## config.mk

```make
export PLATFORM = sky130hd
export DESIGN_NAME = buzzer_envelope_oneshot
export DESIGN_NICKNAME = d
export VERILOG_FILES = /design/src/rtl/buzzer_pkg.sv /design/src/rtl/tone_if.sv /design/src/rtl/tone_gen.sv /design/src/rtl/buzzer_envelope_oneshot.sv
export VERILOG_INCLUDE_DIRS = /design/src /design/src/rtl
export SDC_FILE = /design/constraint.sdc
export NUM_CORES = 1
export LEC_CHECK = 0
export ABC_CLOCK_PERIOD_IN_PS = 2900
export BUFFER_PORTS_ARGS = -buffer_cell sky130_fd_sc_hd__buf_2
export CORE_ASPECT_RATIO = 1.75
export CORE_MARGIN = 2
export CORE_UTILIZATION = 55
export DETAILED_ROUTE_END_ITERATION = 6
export PLACE_DENSITY = 0.81
export SLEW_MARGIN = 20
export SYNTH_ARGS = -nofsm -noshare
export SYNTH_HDL_FRONTEND = slang
export SYNTH_SLANG_ARGS = --single-unit
```

## constraint.sdc

```tcl
create_clock -name aclk -period 2.9 [get_ports aclk]
set_input_delay 0 -clock aclk [delete_from_list [all_inputs] [get_ports aclk]]
set_output_delay 0 -clock aclk [all_outputs]
set_load 0.005 [all_outputs]
```

## src/rtl/buzzer_cfg.svh

```systemverilog
// Purpose: Offsets, field positions, reset values and timing figures of the buzzer block
// Assumes: 32-bit register bus, one aligned word per register
// Notes:   Byte address of a register is four times its index
`ifndef BUZZER_CFG_SVH
`define BUZZER_CFG_SVH

// Register indices and byte addresses
`define BUZ_CTRL_IDX         20'h0ff44
`define BUZ_TONE_IDX         20'h0ff45
`define BUZ_ADDR_W           20
`define BUZ_CTRL_ADDR        (`BUZ_CTRL_IDX << 2)
`define BUZ_TONE_ADDR        (`BUZ_TONE_IDX << 2)

// buzzer_control fields
`define CTRL_TONE_EN_BIT     0
`define CTRL_ENV_EN_BIT      1
`define CTRL_ENV_RST_BIT     2
`define CTRL_STEP_TIME_BIT   3
`define CTRL_WIDTH_BIT       4
`define CTRL_TRIG_BIT        5
`define CTRL_STOP_BIT        6

// buzzer_tone_select fields
`define TONE_DIV_LSB         0
`define TONE_DUTY_LSB        4

// Reset values
`define CTRL_RESET           8'h00
`define DIV_RESET            3'h0
`define DUTY_RESET           3'h0

// Timing in ns and the clock period
`define CLK_PERIOD_NS        10
`define ENV_STEP_LONG_NS     125000000
`define ENV_STEP_SHORT_NS    62500000
`define ONESHOT_LONG_NS      125000000
`define ONESHOT_SHORT_NS     31250000

// AXI responses
`define AXI_RESP_OKAY        2'h0
`define AXI_RESP_SLVERR      2'h2

`endif

```

## src/rtl/buzzer_pkg.sv

```systemverilog
// Purpose: Types shared by the buzzer files
// Assumes: Nothing beyond the config header
// Notes:   Constants live in buzzer_cfg.svh
package buzzer_pkg;
	typedef logic [2:0] code3_t;
	typedef enum {ONESHOT_IDLE, ONESHOT_BUSY} oneshot_state_t;
endpackage : buzzer_pkg

```

## src/rtl/tone_if.sv

```systemverilog
// Purpose: Carrier between the buzzer control and its tone generator
// Assumes: Single clock domain
// Notes:   Oscillator edges are one-cycle pulses
`timescale 1ns/100ps
interface tone_if;
	import buzzer_pkg::*;
	code3_t divider_sel;
	code3_t duty_level;
	logic   osc_rise;
	logic   osc_fall;
	logic   tone;
	modport ctl (output divider_sel, output duty_level, output osc_rise, output osc_fall,
		input tone);
	modport gen (input divider_sel, input duty_level, input osc_rise, input osc_fall,
		output tone);
endinterface : tone_if

```

## src/rtl/tone_gen.sv

```systemverilog
// Purpose: Square wave with selectable period and duty from the oscillator edges
// Assumes: Oscillator edges arrive as one-cycle pulses
// Notes:   Low divider codes count both edges, so each period is 16 to 28 steps
`timescale 1ns/100ps
module tone_gen
	import buzzer_pkg::*;
(
	input  wire logic aclk,
	input  wire logic aresetn,
	tone_if.gen       tif
);
	// Period in counting steps: 16, 20, 24 or 28
	function automatic logic [4:0] period_of(input code3_t c);
		case (c[1:0])
			2'h0:    period_of = 5'h10;
			2'h1:    period_of = 5'h14;
			2'h2:    period_of = 5'h18;
			default: period_of = 5'h1c;
		endcase
	endfunction : period_of

	// High steps: 8 or 12 at level 0, one less for each further level
	function automatic logic [4:0] high_of(input code3_t c, input code3_t lvl);
		high_of = (c[1] ? 5'h0c : 5'h08) - {2'h0, lvl};
	endfunction : high_of

	logic [4:0] cnt_q;
	logic       tone_q;
	wire        step     = tif.divider_sel[2] ? tif.osc_rise : (tif.osc_rise | tif.osc_fall);
	wire [4:0]  last_cnt = period_of(tif.divider_sel) - 5'h01;
	wire [4:0]  high_cnt = high_of(tif.divider_sel, tif.duty_level);

	// Period counter; a new divider code takes effect at once, a count past its new end wraps at the next step
	always_ff @(posedge aclk) begin
		if (!aresetn) begin
			cnt_q <= 5'h00;
		end else if (step) begin
			cnt_q <= (cnt_q >= last_cnt) ? 5'h00 : cnt_q + 5'h01;
		end
	end

	// Duty compare, registered so the pin sees no decode glitch
	always_ff @(posedge aclk) begin
		if (!aresetn) begin
			tone_q <= 1'b0;
		end else begin
			tone_q <= (cnt_q < high_cnt);
		end
	end

	assign tif.tone = tone_q;
endmodule : tone_gen

```

## src/rtl/buzzer_envelope_oneshot.sv

```systemverilog
// Purpose: Buzzer tone control with envelope and one-shot, AXI4-Lite register slave
// Assumes: Oscillator input synchronous to aclk; aresetn synchronous, active low
// Notes:   Long timers are parameters so a simulation can shorten them
//
// Implementation choice: the AXI4-Lite slave port.
`timescale 1ns/100ps
`include "buzzer_cfg.svh"
module buzzer_envelope_oneshot
	import buzzer_pkg::*;
#(
	parameter int ENV_LONG_CYC   = `ENV_STEP_LONG_NS / `CLK_PERIOD_NS,
	parameter int ENV_SHORT_CYC  = `ENV_STEP_SHORT_NS / `CLK_PERIOD_NS,
	parameter int SHOT_LONG_CYC  = `ONESHOT_LONG_NS / `CLK_PERIOD_NS,
	parameter int SHOT_SHORT_CYC = `ONESHOT_SHORT_NS / `CLK_PERIOD_NS,
	parameter int TIMER_W        = 24
) (
	input  wire logic                   aclk,
	input  wire logic                   aresetn,
	// AXI4-Lite slave
	input  wire logic [`BUZ_ADDR_W-1:0] s_axi_awaddr,
	input  wire logic                   s_axi_awvalid,
	output wire logic                   s_axi_awready,
	input  wire logic [31:0]            s_axi_wdata,
	input  wire logic [3:0]             s_axi_wstrb,
	input  wire logic                   s_axi_wvalid,
	output wire logic                   s_axi_wready,
	output wire logic [1:0]             s_axi_bresp,
	output wire logic                   s_axi_bvalid,
	input  wire logic                   s_axi_bready,
	input  wire logic [`BUZ_ADDR_W-1:0] s_axi_araddr,
	input  wire logic                   s_axi_arvalid,
	output wire logic                   s_axi_arready,
	output wire logic [31:0]            s_axi_rdata,
	output wire logic [1:0]             s_axi_rresp,
	output wire logic                   s_axi_rvalid,
	input  wire logic                   s_axi_rready,
	// Oscillator and pin
	input  wire logic                   low_speed_osc_clock,
	output wire logic                   tone_output_pin
);
	localparam logic [TIMER_W-1:0] ENV_LONG_LAST   = TIMER_W'(ENV_LONG_CYC - 1);
	localparam logic [TIMER_W-1:0] ENV_SHORT_LAST  = TIMER_W'(ENV_SHORT_CYC - 1);
	localparam logic [TIMER_W-1:0] SHOT_LONG_LAST  = TIMER_W'(SHOT_LONG_CYC - 1);
	localparam logic [TIMER_W-1:0] SHOT_SHORT_LAST = TIMER_W'(SHOT_SHORT_CYC - 1);

	// Register bits
	logic           tone_en_q;
	logic           env_en_q;
	logic           step_time_q;
	logic           width_q;
	code3_t         div_sel_q;
	code3_t         duty_sel_q;
	oneshot_state_t shot_state_q;
	logic [TIMER_W-1:0] shot_cnt_q;
	logic [TIMER_W-1:0] env_cnt_q;
	code3_t         env_lvl_q;
	logic           osc_q;
	logic           pin_q;

	// Bus slave state
	logic                   aw_got_q;
	logic                   w_got_q;
	logic [`BUZ_ADDR_W-1:0] awaddr_q;
	logic [7:0]             wbyte_q;
	logic                   wlane_q;
	logic                   bvalid_q;
	logic [1:0]             bresp_q;
	logic                   rvalid_q;
	logic [31:0]            rdata_q;
	logic [1:0]             rresp_q;

	// Register decode shared by the write and read paths
	function automatic logic hit_ctrl(input logic [`BUZ_ADDR_W-1:0] a);
		hit_ctrl = (a == `BUZ_ADDR_W'(`BUZ_CTRL_ADDR));
	endfunction : hit_ctrl

	function automatic logic hit_tone(input logic [`BUZ_ADDR_W-1:0] a);
		hit_tone = (a == `BUZ_ADDR_W'(`BUZ_TONE_ADDR));
	endfunction : hit_tone

	// Handshakes: each channel accepted once until the response is taken
	// Ready drops while a response waits, so a second request simply stalls
	assign s_axi_awready = !aw_got_q && !bvalid_q;
	assign s_axi_wready  = !w_got_q && !bvalid_q;
	assign s_axi_arready = !rvalid_q;
	assign s_axi_bvalid  = bvalid_q;
	assign s_axi_bresp   = bresp_q;
	assign s_axi_rvalid  = rvalid_q;
	assign s_axi_rdata   = rdata_q;
	assign s_axi_rresp   = rresp_q;

	wire aw_fire = s_axi_awvalid && s_axi_awready;
	wire w_fire  = s_axi_wvalid && s_axi_wready;
	wire ar_fire = s_axi_arvalid && s_axi_arready;

	// Write commits in the cycle both halves are held, address or data may come first
	wire                   aw_have  = aw_got_q || aw_fire;
	wire                   w_have   = w_got_q || w_fire;
	wire                   wr_go    = aw_have && w_have && !bvalid_q;
	wire [`BUZ_ADDR_W-1:0] wr_addr  = aw_got_q ? awaddr_q : s_axi_awaddr;
	wire [7:0]             wr_byte  = w_got_q ? wbyte_q : s_axi_wdata[7:0];
	wire                   wr_lane  = w_got_q ? wlane_q : s_axi_wstrb[0];
	wire                   wr_ctrl_hit = hit_ctrl(wr_addr);
	wire                   wr_tone_hit = hit_tone(wr_addr);
	wire                   wr_ctrl  = wr_go && wr_ctrl_hit && wr_lane;
	wire                   wr_tone  = wr_go && wr_tone_hit && wr_lane;

	// Write-side control strobes decoded from the written byte
	wire shot_busy = (shot_state_q == ONESHOT_BUSY);
	wire trig_wr   = wr_ctrl && wr_byte[`CTRL_TRIG_BIT];
	wire stop_wr   = wr_ctrl && wr_byte[`CTRL_STOP_BIT];
	wire rst_wr    = wr_ctrl && wr_byte[`CTRL_ENV_RST_BIT];
	wire trig_ok   = trig_wr && !tone_en_q && !stop_wr;

	// Read decode; write-only bits and unused bits read zero
	wire       rd_ctrl_hit = hit_ctrl(s_axi_araddr);
	wire       rd_tone_hit = hit_tone(s_axi_araddr);
	wire [7:0] ctrl_rd = {1'b0, 1'b0, shot_busy, width_q, step_time_q, 1'b0, env_en_q,
		tone_en_q};
	wire [7:0] tone_rd = {1'b0, duty_sel_q, 1'b0, div_sel_q};
	wire [7:0] rd_byte = rd_ctrl_hit ? ctrl_rd : (rd_tone_hit ? tone_rd : 8'h00);

	// Write channel holding registers
	always_ff @(posedge aclk) begin
		if (!aresetn) begin
			aw_got_q <= 1'b0;
			w_got_q  <= 1'b0;
			awaddr_q <= '0;
			wbyte_q  <= 8'h00;
			wlane_q  <= 1'b0;
		end else begin
			aw_got_q <= aw_have && !wr_go;
			w_got_q  <= w_have && !wr_go;
			if (aw_fire) awaddr_q <= s_axi_awaddr;
			if (w_fire) begin
				wbyte_q <= s_axi_wdata[7:0];
				wlane_q <= s_axi_wstrb[0];
			end
		end
	end

	// Write response; unmapped addresses answer SLVERR
	// Response waits for bready; no new address or data is taken meanwhile
	always_ff @(posedge aclk) begin
		if (!aresetn) begin
			bvalid_q <= 1'b0;
			bresp_q  <= `AXI_RESP_OKAY;
		end else if (wr_go) begin
			bvalid_q <= 1'b1;
			bresp_q  <= (wr_ctrl_hit || wr_tone_hit) ? `AXI_RESP_OKAY : `AXI_RESP_SLVERR;
		end else if (s_axi_bready) begin
			bvalid_q <= 1'b0;
		end
	end

	// Read channel: data captured on address accept, held until taken
	// Decode uses the live address, so it must stand until arready, as the bus asks
	always_ff @(posedge aclk) begin
		if (!aresetn) begin
			rvalid_q <= 1'b0;
			rdata_q  <= 32'h0000_0000;
			rresp_q  <= `AXI_RESP_OKAY;
		end else if (ar_fire) begin
			rvalid_q <= 1'b1;
			rdata_q  <= {24'h00_0000, rd_byte};
			rresp_q  <= (rd_ctrl_hit || rd_tone_hit) ? `AXI_RESP_OKAY : `AXI_RESP_SLVERR;
		end else if (s_axi_rready) begin
			rvalid_q <= 1'b0;
		end
	end

	// Plain control bits; a trigger write clears envelope enable whatever it carries
	// Restart and stop bits are strobes only and are never stored
	always_ff @(posedge aclk) begin
		if (!aresetn) begin
			tone_en_q   <= 1'(`CTRL_RESET >> `CTRL_TONE_EN_BIT);
			env_en_q    <= 1'b0;
			step_time_q <= 1'b0;
			width_q     <= 1'b0;
			div_sel_q   <= `DIV_RESET;
			duty_sel_q  <= `DUTY_RESET;
		end else begin
			if (wr_ctrl) begin
				tone_en_q   <= wr_byte[`CTRL_TONE_EN_BIT];
				env_en_q    <= wr_byte[`CTRL_ENV_EN_BIT] && !trig_wr;
				step_time_q <= wr_byte[`CTRL_STEP_TIME_BIT];
				width_q     <= wr_byte[`CTRL_WIDTH_BIT];
			end
			if (wr_tone) begin
				div_sel_q  <= wr_byte[`TONE_DIV_LSB +: 3];
				duty_sel_q <= wr_byte[`TONE_DUTY_LSB +: 3];
			end
		end
	end

	// One-shot: stop beats trigger, trigger beats expiry, retrigger reloads the timer
	// Busy stands for LAST+1 cycles from the edge after the accepted trigger write
	// A trigger is judged against the enable bit as it stood before the same write
	wire [TIMER_W-1:0] shot_last = width_q ? SHOT_LONG_LAST : SHOT_SHORT_LAST;
	always_ff @(posedge aclk) begin
		if (!aresetn) begin
			shot_state_q <= ONESHOT_IDLE;
			shot_cnt_q   <= '0;
		end else begin
			case (shot_state_q)
				ONESHOT_IDLE: begin
					shot_cnt_q <= '0;
					if (trig_ok) shot_state_q <= ONESHOT_BUSY;
				end
				ONESHOT_BUSY: begin
					if (stop_wr) begin
						shot_state_q <= ONESHOT_IDLE;
						shot_cnt_q   <= '0;
					end else if (trig_ok) begin
						shot_cnt_q <= '0;
					end else if (shot_cnt_q >= shot_last) begin
						shot_state_q <= ONESHOT_IDLE;
						shot_cnt_q   <= '0;
					end else begin
						shot_cnt_q <= shot_cnt_q + 1'b1;
					end
				end
				default: begin
					shot_state_q <= ONESHOT_IDLE;
					shot_cnt_q   <= '0;
				end
			endcase
		end
	end

	// Envelope: restart only counts while the envelope is on, level saturates at minimum
	// Level zero is the loudest; one step every LAST+1 cycles, floor at level seven
	// A restart together with a disable leaves level zero either way
	wire [TIMER_W-1:0] env_last = step_time_q ? ENV_LONG_LAST : ENV_SHORT_LAST;
	always_ff @(posedge aclk) begin
		if (!aresetn) begin
			env_cnt_q <= '0;
			env_lvl_q <= 3'h0;
		end else if (!env_en_q || (rst_wr && env_en_q)) begin
			env_cnt_q <= '0;
			env_lvl_q <= 3'h0;
		end else if (env_cnt_q >= env_last) begin
			env_cnt_q <= '0;
			if (env_lvl_q != 3'h7) env_lvl_q <= env_lvl_q + 3'h1;
		end else begin
			env_cnt_q <= env_cnt_q + 1'b1;
		end
	end

	// Oscillator edge detect; the input is already synchronous to aclk
	// A false edge right after reset only shifts the tone phase, which nothing relies on
	always_ff @(posedge aclk) begin
		if (!aresetn) begin
			osc_q <= 1'b0;
		end else begin
			osc_q <= low_speed_osc_clock;
		end
	end

	tone_if tif ();
	assign tif.divider_sel = div_sel_q;
	assign tif.duty_level  = env_en_q ? env_lvl_q : duty_sel_q;
	assign tif.osc_rise    = low_speed_osc_clock && !osc_q;
	assign tif.osc_fall    = !low_speed_osc_clock && osc_q;

	tone_gen u_tone (
		.aclk    (aclk),
		.aresetn (aresetn),
		.tif     (tif)
	);

	// Pin gate is not aligned to the tone phase, so a short first or last pulse can
	// appear; the external pin data bit must be zero for this level to reach the pad
	// Gate and tone are both registered, so the pin changes only on aclk
	always_ff @(posedge aclk) begin
		if (!aresetn) begin
			pin_q <= 1'b0;
		end else begin
			pin_q <= tif.tone && (tone_en_q || shot_busy);
		end
	end

	assign tone_output_pin = pin_q;
endmodule : buzzer_envelope_oneshot

```

==> results of run 1 <==
==> path summary, 6_finish.rpt <==
kind                                                   end                        from
worst max-delay path               env_cnt_q[3]$_SDFF_PP0_         aw_got_q$_SDFF_PN0_
worst min-delay path            duty_sel_q[2]$_SDFFE_PN0P_                     aresetn
worst max register to register     env_cnt_q[3]$_SDFF_PP0_         aw_got_q$_SDFF_PN0_
worst min register to register  tone_output_pin$_SDFF_PN0_  u_tone.tif.tone$_SDFF_PN0_
==> stage by stage <==
stage / worst slack (ns) / hold slack [ns] / util
2_1_floorplan: 0.730 / 0.127 / -
3_3_place_gp: 0.412 / 0.235 / 0.601
3_5_place_dp: 0.282 / 0.235 / 0.601
4_1_cts: 0.265 / 0.0257 / 0.662
5_1_grt: 0.194 / 0.0427 / 0.663
6_report: 0.412 / 0.0390 / 0.663
==> Yosys cell counts (7+ instances only) <==
cell type	instances
or3_1	10
dfxtp_1	111
nand2_1	94
mux2i_1	11
mux2_2	7
a21oi_1	50
and3_1	11
o21ai_0	14
nor4_1	8
buf_4	29
xnor2_1	31
xor2_1	18
a21o_1	7
nand3_1	18
clkbuf_1	20
a211oi_1	7
inv_1	18
nor2_1	30
nor3_1	39
nor3_2	20
ha_1	32
nand4_1	11
==> cell usage in the layout (no fill, tap or decap), types with 14 or more instances in the layout <==
master and count:
ha_1 32, xor2_1 18, nor3_1 39, nor3_2 20, nand2_1 94, o21ai_0 14
xnor2_1 31, nor2_1 30, a21oi_1 50, buf_2 70, conb_1 27, nand3_1 18
dfxtp_1 111, inv_1 18, dlygate4sd3_1 32
==> flip-flops by register name (all words and copies together) (netlist names), 5 cells and up <==
register	cells
env_cnt_q	24
shot_cnt_q	24
awaddr_q	20
s_axi_rdata	7
wbyte_q	7
u_tone.cnt_q	5
==> logic make-up (layout without fill, tap and decap cells) <==
group | Yosys count | in the layout
compound gates | 107 | 107
xor+xnor | 49 | 49
fa+ha+maj | 32 | 32
buf+inv | 76 | 141
flops | 111 | 111
mux | 18 | 18
other cells | 1 | 27
simple gates | 276 | 276
==> report_power, final <==
group,internal (uW),switching [uW]
combinational,132,163
sequential,1570,34.0
clock,770,533
==> routing by layer <==
layer	GRT usage	vias up
met5	0	-
met4	0.100	0
met3	0.0348	37
met2	0.454	114
met1	0.273	2393
li1	-	2478
==> cell type report <==
| class | count | area (um^2) |
|---|---|---|
| fillers | 815 | 3470 |
| inverters | 19 | 71.3 |
| flip-flops and latches | 111 | 2220 |
| clock buffers | 10 | 239 |
| repair buffers | 109 | 736 |
| multi-input cells | 509 | 3330 |
| well taps | 127 | 159 |
| clock inverters | 3 | 68.8 |
==> critical path, stage by stage (launching register included) <==
cell and delay, ns:
dfxtp_1 0.58, mux2_2 0.41, nor4_1 0.27, o221ai_2 0.43, o211ai_4 0.34, buf_12 0.24, nor3_1 0.07
==> results.tsv, run 1 <==
metric	value	unit
post-synthesis sequential area ratio	0.379	
Yosys top cell by area	dfxtp_1	
post-route ant nets	0	
Pwr Total	3200	uW
width of the die	82.0	um
Max Slew Vio Count	0	
share of the synthesized area in the top cell type	0.379	
fin crit period	2.49	ns
post-synthesis average cell area	8.74	um^2
first-pass GRT wire length	22.7	mm
total grt overflow	0	
Post-Synth Simple-Gate Area	0.256	
largest family of logic cells by synthesized area	simple AND/OR/NAND/NOR gates	
status	finished, final reports clean	
Peak VDD IR	0.352	mV
drt wl/cell	15.4	um
pin count of the biggest net entering global routing	38	
met2 WL	7.66	mm
# diodes	0	
crit path launch type	register	
CTS tree	built	
CTS H-tree depth	3	
number of global-route vias before repair	5043	
Post-Synth XOR/XNOR Area	0.0733	
Post-Layout Cell Count	888	
IO Count	126	
layout cell share with drive strength beyond 1	0.170	
Hold Path Class	input port to register	
synth unique cells	60	
Max-Cap Viols	0	
row count	49	
Starting DRT DRC Count	228	
DRT met1 WL	5.25	mm
CP endpoint kind	register	
DRC violation count after routing	0	
vias	5022	
DRT Wirelength	13.6	mm
Hold-fix buffers, CTS	32	
slew margin rel.	0.376	
area grow syn2layout	16.6	%
final setup fails	0	
compound-gate portion of the synthesized area	0.119	
Fin. Hold Viols	0	
yosys synthesis warning count	0	
Final TNS setup	0	ns
Vias/cell	5.66	
Max Fclk	402	MHz
fin area	6830	um^2
CTS sink count	111	
ys async rst share	0	
Post-Synth Adder-Cell Area	0.0683	
top sig layer	met4	
clock slew at reported path FFs	0.07	ns
Final period util	0.858	
RSZ-0062 raised after global routing	false	
Final GP Congestion	0.819	
clock tree root driver cell	clkbuf_16	
CP required	3.11	ns
Tot GR Track Use	0.247	
Worst Skew	0.00944	ns
setup slack, reg-to-reg	0.41	ns
initial antenna violation count	0	
Mapped Area	5860	um^2
crit-path max FO	27	
die area	11500	um^2
Worst R2R Path Depth	6	
CTS buffer count	9	
Worst-Skew Late Latency	0.34	ns
setup repair bufs after CTS	0	
Port Buffers	70	
Starting Density	0.569	
post-synthesis instance total	670	
synthesized flop and latch total	111	
Worst EP arrival	2.70	ns
EDFF count, synth	0	
hold path cells	2	
post-synthesis mux area share	0.0323	
kind of critical path	register to register	
cts repair resizes	0	
dpl cells	843	
HPWL Detailed	9.50	mm
Core ar.	10300	um^2
top_reg_cell synth	dfxtp_1	
NumNets Final	875	
Leak	0.00262	uW
placed cell area	6190	um^2
TritonRoute pass-1 iters	4	
Slew @ Worst Pin	0.936	ns
Die Ht	141	um
clk buf depth	2	
DR WL met3	363	um
PwrDens	468	nW/um^2
top post-synthesis cells by area	dfxtp_1, ha_1, nand2_1	
(Power assumes the default switching activity.)
==> run 2: changes to the inputs <==
--- a/config.mk
+++ b/config.mk
@@ -6,7 +6,7 @@
 export SDC_FILE = /design/constraint.sdc
 export NUM_CORES = 1
 export LEC_CHECK = 0
-export ABC_CLOCK_PERIOD_IN_PS = 2900
+export ABC_CLOCK_PERIOD_IN_PS = 2700
 export BUFFER_PORTS_ARGS = -buffer_cell sky130_fd_sc_hd__buf_2
 export CORE_ASPECT_RATIO = 1.75
 export CORE_MARGIN = 2
==> constraint.sdc (replaced) <==
create_clock -name aclk -period 2.7 [get_ports aclk]
set_input_delay 0 -clock aclk [delete_from_list [all_inputs] [get_ports aclk]]
set_output_delay 0 -clock aclk [all_outputs]
set_load 0.005 [all_outputs]
==> run 2 against run 1 <==
Largest cell class unchanged. Via count rose by 1.1%. Fmax barely moved. Sequential share of layout area fell by 0.12 points. Register-to-register slack got worse by 0.20 ns. Non-clock buffer count rose by 1. Setup slack got worse by 0.20 ns. Hold slack got worse by 0.0058 ns. Power rose by 7.5%. Combinational power rose by 8.1%. Sequential power rose by 7%.
==> results.tsv, run 2 (synthesis gave the netlist of run 1 again) <==
metric	value	unit
status	finished, final reports clean	
Leak	0.00262	uW
slew margin rel.	0.379	
# diodes	0	
Top delay family on crit path	compound AO/OA/AOI/OAI gates	
Final GP Congestion	0.867	
Multi-input gate area	3330	um^2
Die Ht	141	um
CP endpoint kind	register	
HPWL Detailed	9.23	mm
final setup fails	0	
most frequent cells in the layout	dfxtp_1, nand2_1, buf_2	
layout cell share with drive strength beyond 1	0.174	
kind of critical path	register to register	
top flop regs	env_cnt_q (24), shot_cnt_q (24), awaddr_q (20)	
number of global-route vias before repair	5118	
Peak VDD IR	0.548	mV
hold path cells	2	
setup slack, reg-to-reg	0.21	ns
first-pass GRT wire length	23.4	mm
Starting Density	0.569	
Vias/cell	5.69	
CP required	2.93	ns
dpl cells	844	
clock slew at reported path FFs	0.07	ns
CTS buffer count	9	
RSZ-0062 raised after global routing	false	
NumNets Final	876	
fin crit period	2.49	ns
clk buf depth	2	
initial antenna violation count	0	
drt wl/cell	15.4	um
IO Count	126	
RR Startpoint	aw_got_q$_SDFF_PN0_	
register area	2220	um^2
critical path's largest stage delay	0.61	ns
critical path cell sequence	mux2_2 > nor4_1 > o221ai_2 > o211ai_4 > buf_12 > nor3_1	
Max Slew Vio Count	0	
TritonRoute pass-1 iters	4	
total grt overflow	0	
Starting DRT DRC Count	260	
crit-path max FO	27	
cts repair resizes	0	
Filler Cell Count	819	
Final period util	0.922	
Worst EP arrival	2.72	ns
DRT Wirelength	13.7	mm
pin count of the biggest net entering global routing	38	
crit path launch type	register	
post-route ant nets	0	
Min-Delay Startpoint	aresetn	
die area	11500	um^2
CTS tree	built	
CP bufs+invs	1	
CTS H-tree depth	3	
Port Buffers	70	
area grow syn2layout	17.0	%
Max Fclk	402	MHz
hold endpoint	duty_sel_q[2]$_SDFFE_PN0P_	
Final TNS setup	0	ns
row count	49	
Worst R2R Path Depth	6	
Slew @ Worst Pin	0.932	ns
Worst Skew	0.0151	ns
most common cell after layout, fill and taps aside	dfxtp_1	
width of the die	82.0	um
vias	5077	
Tot GR Track Use	0.256	
Post-Layout Cell Count	892	
Core ar.	10300	um^2
Max-Cap Viols	0	
clock tree root driver cell	clkbuf_16	
Slowest-stage cell, CP	dfxtp_1	
PwrDens	501	nW/um^2
Worst-Skew Late Latency	0.36	ns
DRC violation count after routing	0	
Hold Path Class	input port to register	
Fin. Hold Viols	0	
CTS sink count	111	
reg2reg end	env_cnt_q[2]$_SDFF_PP0_	
## run 2: cell types whose count changed in the layout (fill, tap and decap cells not counted)
cell / before / now
buf_12: 1 / 2
bufinv_16: 2 / 1
clkbuf_8: 1 / 0
clkinv_8: 0 / 1
clkinvlp_4: 0 / 1
inv_6: 1 / 4
## run 2: worst reg2reg max path, cell delays in order (launching register included)
cell and delay (ns):
dfxtp_1 0.61, mux2_2 0.40, nor4_1 0.28, o221ai_2 0.44, o211ai_4 0.34, buf_12 0.23
nor3_1 0.08
## run 2: per-layer routing
layer	vias to the layer above	GRT usage	part of all wire
met2	140	0.457	0.55
met1	2403	0.283	0.38
met4	0	0.111	0.033
met3	39	0.0522	0.033
li1	2495	-	-
met5	-	0	0
## run 2: worst max-delay path by stage
stage | startpoint | end | cells past startpoint
2_1_floorplan | step_time_q$_SDFFE_PN0N_ | env_lvl_q[0]$_SDFFE_PP0P_ | 7
3_3_place_gp | width_q$_SDFFE_PN0N_ | shot_state_q[0]$_SDFFE_PN0P_ | 6
3_5_place_dp | width_q$_SDFFE_PN0N_ | shot_cnt_q[19]$_SDFF_PP0_ | 6
4_1_cts | width_q$_SDFFE_PN0N_ | shot_state_q[0]$_SDFFE_PN0P_ | 6
5_1_grt | env_en_q$_SDFFE_PN0N_ | u_tone.tif.tone$_SDFF_PN0_ | 8
6_report | aw_got_q$_SDFF_PN0_ | env_cnt_q[2]$_SDFF_PP0_ | 6
## run 2: power breakdown
part	leakage [uW]	switching (uW)	internal (uW)
combinational	0.00157	176	142
sequential	0.000900	37.9	1680
clock	0.000150	657	742
total	0.00262	871	2570
## run 2: layout make-up
class	count	share of cell area
timing repair buffer	110	0.110
inverter	19	0.0104
sequential	111	0.324
multi-input combinational	509	0.486
clock buffer	9	0.0329
clock inverter	7	0.0130
tap	127	0.0232
## run 2: stage by stage
step                      utilization  hold WS (ns)  worst slack [ns]  total power [uW]  cell area [um^2]
after global placement          0.603         0.233             0.210              2020              6210
after floorplan                     -         0.127             0.530              1960              5960
after detailed placement        0.603         0.241            0.0718              2030              6210
final                           0.665        0.0332             0.211              3440              6850
after CTS                       0.665        0.0203            0.0677              3450              6850
after global routing            0.665        0.0234             0.113              3560              6850
## run 2: timing repair
item / CTS / global route
hold buffers: 32 / 0
setup buffers: 0 / 0
hold endpoints to repair: 32 / 0
